[src/hw/pslm_pkg.sv]
package pslm_pkg;
  // ----------------------------------------------------------------
  // Register file indices and segment selects
  // ----------------------------------------------------------------
  localparam logic [2:0]  REG_ACCUM     = 3'h0;
  localparam logic [2:0]  REG_COUNT     = 3'h1;
  localparam logic [2:0]  REG_SRC_INDEX = 3'h6;
  localparam logic [1:0]  SEG_EXTRA     = 2'h0;
  localparam logic [1:0]  SEG_DATA      = 2'h3;
  localparam int          NUM_GPR       = 8;
  localparam int          NUM_SEG       = 4;

  // ----------------------------------------------------------------
  // Steps, offsets, reset values, flag positions
  // ----------------------------------------------------------------
  localparam logic [15:0] STEP_BYTE     = 16'h0001;
  localparam logic [15:0] STEP_WORD     = 16'h0002;
  localparam logic [15:0] PTR_SEG_OFS   = 16'h0002;
  localparam logic [15:0] COUNT_DEC     = 16'h0001;
  localparam logic [15:0] RESET_WORD    = 16'h0000;
  localparam logic [15:0] RESET_IP      = 16'h0000;
  localparam logic [15:0] RESET_FLAGS   = 16'h0000;
  localparam int          FLAG_ZERO_BIT = 6;
  localparam int          FLAG_DIR_BIT  = 10;

  // ----------------------------------------------------------------
  // Types
  // ----------------------------------------------------------------
  typedef enum logic [2:0] {
    OP_NONE     = 3'b000,
    OP_LOAD_FAR = 3'b001,
    OP_STR_LOAD = 3'b010,
    OP_LOOP     = 3'b011,
    OP_LOOP_EQ  = 3'b100,
    OP_LOOP_NE  = 3'b101,
    OP_MOVE     = 3'b110
  } pslm_op_t;

  typedef enum logic [1:0] {
    OPND_REG = 2'b00,
    OPND_MEM = 2'b01,
    OPND_IMM = 2'b10,
    OPND_SEG = 2'b11
  } pslm_opnd_t;

  typedef enum logic [2:0] {
    ST_IDLE  = 3'b000,
    ST_EXEC  = 3'b001,
    ST_RD_LO = 3'b010,
    ST_RD_HI = 3'b011,
    ST_WRITE = 3'b100
  } pslm_state_t;

  typedef struct packed {
    logic       lock;
    logic       seg_ovr;
    logic [1:0] seg_sel;
    logic       repeat_prefix;
  } pslm_prefix_t;

  typedef struct packed {
    pslm_op_t     op;
    logic         word;
    pslm_prefix_t pfx;
    pslm_opnd_t   src_kind;
    pslm_opnd_t   dst_kind;
    logic [2:0]   src_idx;
    logic [2:0]   dst_idx;
    logic [15:0]  imm;
    logic [7:0]   short_displacement;
    logic [15:0]  effective_addr;
    logic [15:0]  next_ip;
  } pslm_dec_t;

  typedef struct packed {
    logic        valid;
    logic        write;
    logic        word;
    logic [1:0]  seg_sel;
    logic [15:0] offset;
    logic [15:0] wdata;
  } pslm_mem_req_t;
endpackage

[src/hw/pslm_gpr.sv]
module pslm_gpr
  import pslm_pkg::*;
(
  input  wire logic        clk,
  input  wire logic        rst,
  input  wire logic        wa_en,
  input  wire logic [2:0]  wa_idx,
  input  wire logic        wa_byte,
  input  wire logic [15:0] wa_data,
  input  wire logic        wb_en,
  input  wire logic [2:0]  wb_idx,
  input  wire logic [15:0] wb_data,
  input  wire logic [2:0]  rd_idx,
  input  wire logic        rd_byte,
  output logic      [15:0] rd_data,
  output logic      [15:0] accum_word,
  output logic      [15:0] count_word,
  output logic      [15:0] src_index_word
);
  logic [15:0] regs_reg  [NUM_GPR];
  logic [15:0] regs_next [NUM_GPR];
  logic [2:0]  rd_base;
  logic [2:0]  wa_base;

  // Byte index 0-3 is a low byte, 4-7 the high byte of register 0-3
  always_comb begin
    rd_base = rd_byte ? {1'b0, rd_idx[1:0]} : rd_idx;
    wa_base = wa_byte ? {1'b0, wa_idx[1:0]} : wa_idx;
    rd_data = regs_reg[rd_base];
    if (rd_byte) begin
      rd_data = rd_idx[2] ? {8'h00, regs_reg[rd_base][15:8]} : {8'h00, regs_reg[rd_base][7:0]};
    end
    for (int i = 0; i < NUM_GPR; i++) begin
      regs_next[i] = regs_reg[i];
    end
    // Port b goes first so an accumulator write on port a wins a clash
    if (wb_en) begin
      regs_next[wb_idx] = wb_data;
    end
    if (wa_en && !wa_byte) begin
      regs_next[wa_base] = wa_data;
    end else if (wa_en && wa_idx[2]) begin
      regs_next[wa_base][15:8] = wa_data[7:0];
    end else if (wa_en) begin
      regs_next[wa_base][7:0] = wa_data[7:0];
    end
  end

  always_ff @(posedge clk or posedge rst) begin
    if (rst) begin
      for (int i = 0; i < NUM_GPR; i++) begin
        regs_reg[i] <= RESET_WORD;
      end
    end else begin
      for (int i = 0; i < NUM_GPR; i++) begin
        regs_reg[i] <= regs_next[i];
      end
    end
  end

  assign accum_word     = regs_reg[REG_ACCUM];
  assign count_word     = regs_reg[REG_COUNT];
  assign src_index_word = regs_reg[REG_SRC_INDEX];
endmodule

[src/hw/pslm_exec.sv]
// Notes on behaviour
// RQ1 - Far pointer load: offset word to register, word at address plus two to extra segment.
// RQ2 - None of these instructions changes any flag.
// RQ3 - Bus lock output held for the whole instruction that follows the lock prefix.
// RQ4 - Lock prefix combines with segment override and repeat on one instruction.
// RQ5 - String load puts byte in accumulator low byte, word in whole accumulator.
// RQ6 - Source index steps up when direction flag is 0, down when 1.
// RQ7 - String load may repeat; each element overwrites the accumulator.
// RQ8 - Plain loop decrements count by one, branches when new count is nonzero.
// RQ9 - Taken loop adds sign-extended 8-bit displacement to instruction pointer.
// RQ10 - Loop while equal branches only when zero flag is 1 and count nonzero.
// RQ11 - Loop while not equal branches only when zero flag is 0 and count nonzero.
// RQ12 - Move copies between accumulator, registers, memory, immediates and segment registers.
// RQ13 - Move transfers byte or word as encoded, value unchanged.
// RQ14 - String step is one for bytes and two for words.
module pslm_exec
  import pslm_pkg::*;
(
  input  wire logic          clk,
  input  wire logic          rst,
  input  wire pslm_pkg::pslm_dec_t     dec_in,
  input  wire logic          dec_valid,
  output logic               dec_ready,
  input  wire logic          flags_load,
  input  wire logic [15:0]   flags_wdata,
  output logic [15:0]        flags_word,
  output pslm_pkg::pslm_mem_req_t      mem_req,
  input  wire logic          mem_ack,
  input  wire logic [15:0]   mem_rdata,
  output logic               bus_lock,
  output logic               op_done,
  output logic [15:0]        instr_pointer,
  output logic [15:0]        extra_segment_reg,
  output logic [15:0]        accum_word,
  output logic [15:0]        count_reg,
  output logic [15:0]        src_index
);
  import pslm_pkg::*;

  // ----------------------------------------------------------------
  // State
  // ----------------------------------------------------------------
  pslm_state_t   state_reg, state_next;
  pslm_dec_t     op_reg, op_next;
  pslm_mem_req_t req_reg, req_next;
  logic [15:0]   seg_reg  [NUM_SEG];
  logic [15:0]   seg_next [NUM_SEG];
  logic [15:0]   ip_reg, ip_next;
  logic [15:0]   flags_reg, flags_next;
  logic          lock_reg, lock_next;
  logic          done_reg, done_next;

  logic          wa_en, wb_en, wa_byte, rd_byte;
  logic [2:0]    wa_idx, wb_idx, rd_idx;
  logic [15:0]   wa_data, wb_data, rd_data;
  logic [15:0]   cnt_dec, step, src_val, rd_val, branch_ip;
  logic [1:0]    data_seg;
  logic          zflag, dflag, loop_taken, finish;

  pslm_gpr u_gpr (
    .clk            (clk),
    .rst            (rst),
    .wa_en          (wa_en),
    .wa_idx         (wa_idx),
    .wa_byte        (wa_byte),
    .wa_data        (wa_data),
    .wb_en          (wb_en),
    .wb_idx         (wb_idx),
    .wb_data        (wb_data),
    .rd_idx         (rd_idx),
    .rd_byte        (rd_byte),
    .rd_data        (rd_data),
    .accum_word     (accum_word),
    .count_word     (count_reg),
    .src_index_word (src_index)
  );

  // ----------------------------------------------------------------
  // Operand values and branch decision
  // ----------------------------------------------------------------
  always_comb begin
    zflag     = flags_reg[FLAG_ZERO_BIT];
    dflag     = flags_reg[FLAG_DIR_BIT];
    rd_idx    = op_reg.src_idx;
    rd_byte   = ~op_reg.word;
    cnt_dec   = count_reg - COUNT_DEC;                                      // [RQ8]
    step      = op_reg.word ? STEP_WORD : STEP_BYTE;                        // [RQ14]
    data_seg  = op_reg.pfx.seg_ovr ? op_reg.pfx.seg_sel : SEG_DATA;        // [RQ4]
    branch_ip = op_reg.next_ip + {{8{op_reg.short_displacement[7]}}, op_reg.short_displacement}; // [RQ9]
    case (op_reg.src_kind)
      OPND_IMM: src_val = op_reg.imm;
      OPND_SEG: src_val = seg_reg[op_reg.src_idx[1:0]];
      default:  src_val = rd_data;
    endcase
    if (!op_reg.word) begin
      src_val = {8'h00, src_val[7:0]};                                      // [RQ13]
    end
    rd_val = op_reg.word ? mem_rdata : {8'h00, mem_rdata[7:0]};
    case (op_reg.op)
      OP_LOOP:    loop_taken = cnt_dec != RESET_WORD;                       // [RQ8]
      OP_LOOP_EQ: loop_taken = zflag && (cnt_dec != RESET_WORD);            // [RQ10]
      OP_LOOP_NE: loop_taken = !zflag && (cnt_dec != RESET_WORD);           // [RQ11]
      default:    loop_taken = 1'b0;
    endcase
  end

  // ----------------------------------------------------------------
  // Sequencer
  // ----------------------------------------------------------------
  always_comb begin
    state_next = state_reg;
    op_next    = op_reg;
    req_next   = req_reg;
    ip_next    = ip_reg;
    flags_next = flags_reg;
    lock_next  = lock_reg;
    done_next  = 1'b0;
    finish     = 1'b0;
    for (int i = 0; i < NUM_SEG; i++) begin
      seg_next[i] = seg_reg[i];
    end
    wa_en   = 1'b0;
    wa_idx  = REG_ACCUM;
    wa_byte = 1'b0;
    wa_data = RESET_WORD;
    wb_en   = 1'b0;
    wb_idx  = REG_COUNT;
    wb_data = RESET_WORD;
    case (state_reg)
      ST_IDLE: begin
        // Flags change only between instructions, never by these ones
        if (flags_load) begin
          flags_next = flags_wdata;                                         // [RQ2]
        end
        if (dec_valid) begin
          op_next    = dec_in;
          lock_next  = dec_in.pfx.lock;                                     // [RQ3]
          state_next = ST_EXEC;
        end
      end
      ST_EXEC: begin
        case (op_reg.op)
          OP_LOOP, OP_LOOP_EQ, OP_LOOP_NE: begin
            wb_en   = 1'b1;
            wb_idx  = REG_COUNT;
            wb_data = cnt_dec;                                              // [RQ8]
            finish  = 1'b1;
          end
          OP_LOAD_FAR: begin
            req_next   = '{1'b1, 1'b0, 1'b1, data_seg, op_reg.effective_addr, RESET_WORD}; // [RQ1]
            state_next = ST_RD_LO;
          end
          OP_STR_LOAD: begin
            // Repeated form stops once the count is spent
            if (op_reg.pfx.repeat_prefix && count_reg == RESET_WORD) begin
              finish = 1'b1;                                                // [RQ7]
            end else begin
              if (op_reg.pfx.repeat_prefix) begin
                wb_en   = 1'b1;
                wb_data = cnt_dec;                                          // [RQ7]
              end
              req_next   = '{1'b1, 1'b0, op_reg.word, data_seg, src_index, RESET_WORD}; // [RQ5]
              state_next = ST_RD_LO;
            end
          end
          OP_MOVE: begin
            if (op_reg.src_kind == OPND_MEM) begin
              req_next   = '{1'b1, 1'b0, op_reg.word, data_seg, op_reg.effective_addr, RESET_WORD}; // [RQ12]
              state_next = ST_RD_LO;
            end else if (op_reg.dst_kind == OPND_MEM) begin
              req_next   = '{1'b1, 1'b1, op_reg.word, data_seg, op_reg.effective_addr, src_val}; // [RQ12]
              state_next = ST_WRITE;
            end else if (op_reg.dst_kind == OPND_SEG) begin
              seg_next[op_reg.dst_idx[1:0]] = src_val;                      // [RQ12]
              finish = 1'b1;
            end else begin
              wa_en   = 1'b1;
              wa_idx  = op_reg.dst_idx;
              wa_byte = ~op_reg.word;
              wa_data = src_val;                                            // [RQ13]
              finish  = 1'b1;
            end
          end
          default: finish = 1'b1;
        endcase
      end
      ST_RD_LO: begin
        if (mem_ack) begin
          req_next.valid = 1'b0;
          case (op_reg.op)
            OP_LOAD_FAR: begin
              wa_en      = 1'b1;
              wa_idx     = op_reg.dst_idx;
              wa_data    = mem_rdata;                                       // [RQ1]
              req_next   = '{1'b1, 1'b0, 1'b1, data_seg, op_reg.effective_addr + PTR_SEG_OFS, RESET_WORD}; // [RQ1]
              state_next = ST_RD_HI;
            end
            OP_STR_LOAD: begin
              wa_en   = 1'b1;
              wa_idx  = REG_ACCUM;
              wa_byte = ~op_reg.word;
              wa_data = rd_val;                                             // [RQ5]
              wb_en   = 1'b1;
              wb_idx  = REG_SRC_INDEX;
              wb_data = dflag ? src_index - step : src_index + step;        // [RQ6]
              if (op_reg.pfx.repeat_prefix) begin
                state_next = ST_EXEC;                                       // [RQ7]
              end else begin
                finish = 1'b1;
              end
            end
            default: begin
              if (op_reg.dst_kind == OPND_SEG) begin
                seg_next[op_reg.dst_idx[1:0]] = mem_rdata;                  // [RQ12]
              end else begin
                wa_en   = 1'b1;
                wa_idx  = op_reg.dst_idx;
                wa_byte = ~op_reg.word;
                wa_data = rd_val;                                           // [RQ13]
              end
              finish = 1'b1;
            end
          endcase
        end
      end
      ST_RD_HI: begin
        if (mem_ack) begin
          req_next.valid      = 1'b0;
          seg_next[SEG_EXTRA] = mem_rdata;                                  // [RQ1]
          finish              = 1'b1;
        end
      end
      ST_WRITE: begin
        if (mem_ack) begin
          req_next.valid = 1'b0;
          finish         = 1'b1;
        end
      end
      default: state_next = ST_IDLE;
    endcase
    if (finish) begin
      state_next = ST_IDLE;
      done_next  = 1'b1;
      lock_next  = 1'b0;                                                    // [RQ3]
      ip_next    = loop_taken ? branch_ip : op_reg.next_ip;                 // [RQ9]
    end
  end

  always_ff @(posedge clk or posedge rst) begin
    if (rst) begin
      state_reg <= ST_IDLE;
      op_reg    <= '0;
      req_reg   <= '0;
      ip_reg    <= RESET_IP;
      flags_reg <= RESET_FLAGS;
      lock_reg  <= 1'b0;
      done_reg  <= 1'b0;
      for (int i = 0; i < NUM_SEG; i++) begin
        seg_reg[i] <= RESET_WORD;
      end
    end else begin
      state_reg <= state_next;
      op_reg    <= op_next;
      req_reg   <= req_next;
      ip_reg    <= ip_next;
      flags_reg <= flags_next;
      lock_reg  <= lock_next;
      done_reg  <= done_next;
      for (int i = 0; i < NUM_SEG; i++) begin
        seg_reg[i] <= seg_next[i];
      end
    end
  end

  assign dec_ready         = state_reg == ST_IDLE;
  assign flags_word        = flags_reg;
  assign mem_req           = req_reg;
  assign bus_lock          = lock_reg;
  assign op_done           = done_reg;
  assign instr_pointer     = ip_reg;
  assign extra_segment_reg = seg_reg[SEG_EXTRA];
endmodule

[config.mk]
export PLATFORM = sky130hd
export DESIGN_NAME = pslm_exec
export DESIGN_NICKNAME = d
export VERILOG_FILES = /design/src/hw/pslm_pkg.sv /design/src/hw/pslm_gpr.sv /design/src/hw/pslm_exec.sv
export SDC_FILE = /design/constraint.sdc
export NUM_CORES = 1
export LEC_CHECK = 0
export ABC_AREA = 1
export BUFFER_PORTS_ARGS = -buffer_cell sky130_fd_sc_hd__buf_2
export CAP_MARGIN = 20
export CORE_MARGIN = 2
export CORE_UTILIZATION = 57
export CTS_BUF_LIST = sky130_fd_sc_hd__clkbuf_8
export CTS_CLUSTER_SIZE = 24
export DETAILED_ROUTE_END_ITERATION = 16
export PLACE_DENSITY = 0.77
export SLEW_MARGIN = 20
export SYNTH_ARGS = -nofsm -noshare
export SYNTH_HDL_FRONTEND = slang
export SYNTH_SLANG_ARGS = --single-unit
[constraint.sdc]
create_clock -name clk -period 14.25 [get_ports clk]
set_input_delay 2.1375 -clock clk [delete_from_list [all_inputs] [get_ports clk]]
set_output_delay 2.1375 -clock clk [all_outputs]
set_load 0.005 [all_outputs]
==> metrics.txt, run 1 <==
RD Place Congestion=0.954; CP endpoint kind=output port; synthesized instance count=2593; Post-Syn Area=19600 um2; wire per inst=19.8 um; vias in the first global route=18.0k; Detailed Place HPWL=46.4 mm; cell internal pwr=0.00279 W; Max Cap Viol=0; worst hold path class=reg2reg; Max-slew headroom=29.1%; critical path class=reg2out; static leakage=11.1 nW; Placeable Area=33700 um2; syn nets=2740; via count=18.8k; I/O pin total=248; DR DRC count=0; Starting Density=58.1%; first-pass GRT wire length=99.7 mm; WP data required=12.11 ns; IO buf count=247; Core Rows=67; DR iter-0 viols=2076; Net Sw Frac=49.3%; Layout Skew=0.0251 ns; net switching power=0.00271 W; RSZ-0062 raised after global routing=no; Die X=189 um; layout overhead on the synthesized area=10.7%; Mean Syn Cell Area=7.55 um2; hold buffers post-CTS=0; Synth Warn #=0; top_reg_cell synth=dfrtp_1; gr ovfl total=0; Gate power share=52.7%; TritonCTS clock tree=built; vias per std cell=5.81; TritonCTS Sinks=340; ys async rst share=100%; Synth cell types=53; Crit Path Max Fanout=4; Nets=2892; cts bufs inserted=56; Synth top area share=43.5%; final hold violations=0; GRT Total Usage=35.8%; remaining antenna violation count=0; CTS root buf=clkbuf_8; CTS resizes=0; EDFF count, synth=0; Slew Viols, Final=0; final wirelength=64.3 mm; clk_lat worst skew=0.66 ns; layout cells sized above 1=15.9%; element type at the critical path start=register; FMAX=243 MHz; Die Span Y=189 um; sequential share of power=31.6%; Finished Layout Cells=3240; crit path DAT=1.98 ns; pwr/cell area=254 nW/um2; largest area contributor in the netlist=dfrtp_1; H-Tree Depth=2; Clk pwr share=15.7%; Final Cycle Share=28.9%; outcome=finished clean; pin slew with the least headroom to its limit=1.06 ns; placed insts=3134; largest cells by area after synthesis=dfrtp_1 43%, nand2_1 15%, nand3_1 6.3%; Clock Tree Buf Depth=3; TNS Setup=0 ns; fillers=3094; max reg flops=80; largest net degree at the start of global routing=98; sequential share of the synthesized area=43.5%; Post-CTS Setup Bufs=0; clock-pin transition on the worst setup and hold timing paths=0.06 ns; initial antenna violation count=3; register bit count reported by yosys=340; endpoints failing setup=0; Worst VDD drop=180 uV; Pre-antenna DRT Iters=6; final period demand of the worst path=4.12 ns; die area=35800 um2
-- path summary, 6_finish.rpt --
| path | slack [ns] | start | endpoint | depth (start not counted) |
|---|---|---|---|---|
| worst min-delay path | 0.47 | mem_req[35]$_DFFE_PP0P_ | mem_req[35]$_DFFE_PP0P_ | 2 |
| worst max-delay path | 10.13 | state_reg[0]$_DFFE_PP0P_ | dec_ready | 4 |
| max in group asynchronous | 11.37 | rst | mem_req[25]$_DFFE_PP0P_ | 3 |
| worst min register to register | 0.47 | mem_req[35]$_DFFE_PP0P_ | mem_req[35]$_DFFE_PP0P_ | 2 |
| worst max register to register | 10.44 | rd_idx[0]$_DFFE_PP0P_ | u_gpr.src_index_word[4]$_DFF_PP0_ | 13 |
| min in group asynchronous | 1.58 | rst | seg_reg[0]$_DFFE_PP0P_ | 2 |
-- per-layer routing --
layer / share of wire, % / GRT usage, %
met5: 0 / 0
met4: 5.7 / 19.3
met3: 11 / 7.47
met2: 45 / 54.5
met1: 39 / 48.0
-- synth_stat cells, drive strengths merged (4+ instances only) --
cell	number
nand4	9
o211ai	21
and2	4
a21oi	130
buf	108
ha	33
o22ai	22
nand2	810
nand3b	12
o21ai	265
o21a	6
dfrtp	340
mux2i	21
clkbuf	60
nor3	7
a21boi	4
mux2	39
xnor2	10
clkinv	5
xor2	6
or2	8
nor2	186
nand3	249
inv	221
-- area by class of cell --
class                      instances  area, um2  area share [%]
clock inverter                    33        165           0.762
tap                              448        561            2.59
antenna                            3       7.51          0.0346
clock buffer                      69        950            4.38
sequential                       340       8510            39.3
inverter                         226        861            3.97
multi-input combinational       1859       9240            42.6
timing repair buffer             262       1380            6.35
-- worst max-delay path, stage by stage, from the launching register on --
cell     delay [ns]
dfrtp_1        0.40
inv_1          0.15
nand2_2        0.12
nor2_1         0.44
buf_2          0.21
-- cells in the final DEF, fill, tap and decap left out, drive strengths merged, types with 10 or more instances in the layout --
cell / instances
o21ai: 265
clkbuf: 69
o211ai: 21
a21oi: 130
dfrtp: 340
ha: 33
o22ai: 22
nand3: 249
xnor2: 10
buf: 262
inv: 250
nand2: 810
nor2: 186
mux2: 39
nand3b: 12
mux2i: 21
-- per-stage QoR --
step           hold slack, ns  area, um2  util, %  setup WS (ns)  power (W)
2_1_floorplan           0.444      19600        -           2.69    0.00370
3_3_place_gp            0.454      20500     60.9           9.94    0.00450
3_5_place_dp            0.460      20500     60.9           9.83    0.00457
4_1_cts                 0.475      21600     64.2          10.12    0.00544
5_1_grt                 0.496      21700     64.3          10.09    0.00590
6_report                0.473      21700     64.3          10.13    0.00550
-- cells by family after synthesis --
kind of cell               after synthesis  share of synthesized area, %
muxes                                   60                          3.32
buffers and inverters                  394                          9.40
AOI/OAI and AO/OA                      462                          12.9
xor gates and xnor gates                16                         0.716
adders and majority gates               35                          2.31
DFF                                    340                          43.5
and+or+nand+nor                       1286                          27.9
-- power groups by stage --
| stage | combinational, W | sequential, W | clock [W] |
|---|---|---|---|
| floorplan | 0.00212 | 0.00158 | 0 |
| global placement | 0.00278 | 0.00173 | 0 |
| detailed placement | 0.00283 | 0.00174 | 0 |
| CTS | 0.00285 | 0.00172 | 0.000870 |
| global route | 0.00322 | 0.00177 | 0.000912 |
| finish | 0.00290 | 0.00174 | 0.000865 |
No activity file was read; power rests on OpenSTA's default activity.
==> run 2: changes to the inputs <==
- clock period: 14.25 -> 3.9 ns (I/O delays scaled with it)
==> metrics.txt, run 2 (synthesized netlist as in run 1, its figures left out) <==
TritonCTS Sinks=340 (unchanged); hold buffers post-CTS=0 (unchanged); outcome=finished clean; Max Cap Viol=0 (unchanged); Layout Skew=0.0347 ns (+0.00967 ns); Post-CTS Setup Bufs=0 (unchanged); IO buf count=247 (unchanged); Detailed Place HPWL=47.8 mm (+3.2%); Final Core Density=65.2% (+0.93 points); Core Rows=67 (unchanged); Worst VDD drop=590 uV (+230%); cts bufs inserted=57 (+1.8%); CP startpoint=state_reg[2]$_DFFE_PP0P_; vias per std cell=5.85 (+0.61%); final wirelength=65.9 mm (+2.4%); CP endpoint kind=register; critical path class=reg2reg; RSZ-0062 raised after global routing=no; wire per inst=20.2 um (+1.6%); CTS root buf=clkbuf_8; crit path DAT=3.80 ns (+1.82 ns); CTS resizes=0 (unchanged); Slew Viols, Final=0 (unchanged); endpoints failing setup=0 (unchanged); Nets=2914 (+0.76%); TritonCTS clock tree=built; Crit Path Max Fanout=16 (+12); pwr/cell area=929 nW/um2 (+270%); initial antenna violation count=4 (+1); Die X=189 um (unchanged); Max-slew headroom=34.5% (+5.4 points); clock-pin transition on the worst setup and hold timing paths=0.07 ns (about the same); reg2reg start=state_reg[2]$_DFFE_PP0P_; Starting Density=58.1% (unchanged); worst hold path class=in2async; Placeable Area=33700 um2 (unchanged); final hold violations=0 (unchanged); element type at the critical path start=register; WP data required=4.41 ns (-7.70 ns); first-pass GRT wire length=102 mm (+2.0%); vias in the first global route=18.2k (+0.89%); die area=35800 um2 (unchanged); Die Span Y=189 um (unchanged); clk_lat worst skew=0.68 ns (+0.02 ns); FMAX=304 MHz; max reg flops=80 (unchanged); gr ovfl total=0 (unchanged); DR iter-0 viols=2222 (+7.0%); most frequent cells in the layout=790 x nand2_1, 339 x dfrtp_1, 248 x nand3_1; Final Cycle Share=84.4%; final period demand of the worst path=3.29 ns; pin slew with the least headroom to its limit=0.980 ns (-0.0811 ns); static leakage=11.2 nW (+1.3%); commonest non-fill, non-tap cell in the layout=nand2_1; layout cells sized above 1=17.0% (+1.1 points); GRT Total Usage=36.5% (+0.74 points); RD Place Congestion=0.968 (+1.5%); Pre-antenna DRT Iters=6 (unchanged); H-Tree Depth=2 (unchanged); DR DRC count=0 (unchanged); I/O pin total=248 (unchanged); hold slack=0.134 ns (-0.338 ns); via count=19.1k (+1.4%); largest net degree at the start of global routing=91 (-7.1%); remaining antenna violation count=0 (unchanged); Clock Tree Buf Depth=3 (unchanged); layout overhead on the synthesized area=12.3%
run 2: cell count changes in the layout (fill, tap and decap cells not counted), sizes merged:
cell	delta
clkbuf	+8
diode	+1
inv	-11
clkinv	+7
buf	+21
run 2: layer usage:
layer / track usage (%) / share of wire, % / vias up
met5: 0 / 0 / -
met4: 18.2 / 4.8 / 0
met3: 6.97 / 9.7 / 178
met2: 56.2 / 46 / 1110
met1: 49.6 / 40 / 9048
li1: - / - / 8766
run 2: final timing paths:
check                                                   endpoint  cells past startpoint  slack [ns]
worst min register to register           seg_reg[20]$_DFFE_PP0P_                      2        0.48
min in group clk                          op_reg[52]$_DFFE_PP0P_                      2        0.16
worst max register to register  extra_segment_reg[4]$_DFFE_PP0P_                      9        0.61
worst max-delay path            extra_segment_reg[4]$_DFFE_PP0P_                      9        0.61
worst min-delay path                      seg_reg[1]$_DFFE_PP0P_                      2        0.13
max in group asynchronous          u_gpr.accum_word[9]$_DFF_PP0_                      3        2.87
run 2: power breakdown:
group | switching, W | total, W | internal [W]
Clock | 0.00154 | 0.00337 | 0.00183
Combinational | 0.00707 | 0.0108 | 0.00370
Sequential | 0.00133 | 0.00628 | 0.00495
run 2: critical path, cell delays in order, from the launching register on:
cell,delay [ns]
dfrtp_1,0.46
nor2_1,0.17
nand2_1,0.36
nand2_1,0.35
a22oi_1,0.10
nand3b_1,0.29
inv_1,0.43
o21ai_1,0.39
inv_1,0.41
o21ai_0,0.17
run 2: cell type report:
| type | instances | area [um2] |
|---|---|---|
| sequential | 340 | 8510 |
| tap | 448 | 561 |
| antenna | 4 | 10.0 |
| fill | 2997 | 11700 |
| multi-input combinational | 1859 | 9240 |
| timing repair buffer | 283 | 1590 |
| clock buffer | 77 | 1060 |
| clock inverter | 29 | 160 |
| inverter | 226 | 857 |
run 2: stage by stage:
stage | TNS [ns] | setup slack, ns | total power, W | cell area [um2] | cells
finish | 0 | 0.610 | 0.0204 | 22000 | 3266
global route | 0 | 0.479 | 0.0219 | 22000 | 3266
global placement | 0 | 0.743 | 0.0165 | 20700 | 3155
floorplan | -418.72 | -1.23 | 0.0135 | 19600 | 2593
detailed placement | 0 | 0.747 | 0.0168 | 20700 | 3155
CTS | 0 | 0.720 | 0.0202 | 22000 | 3261
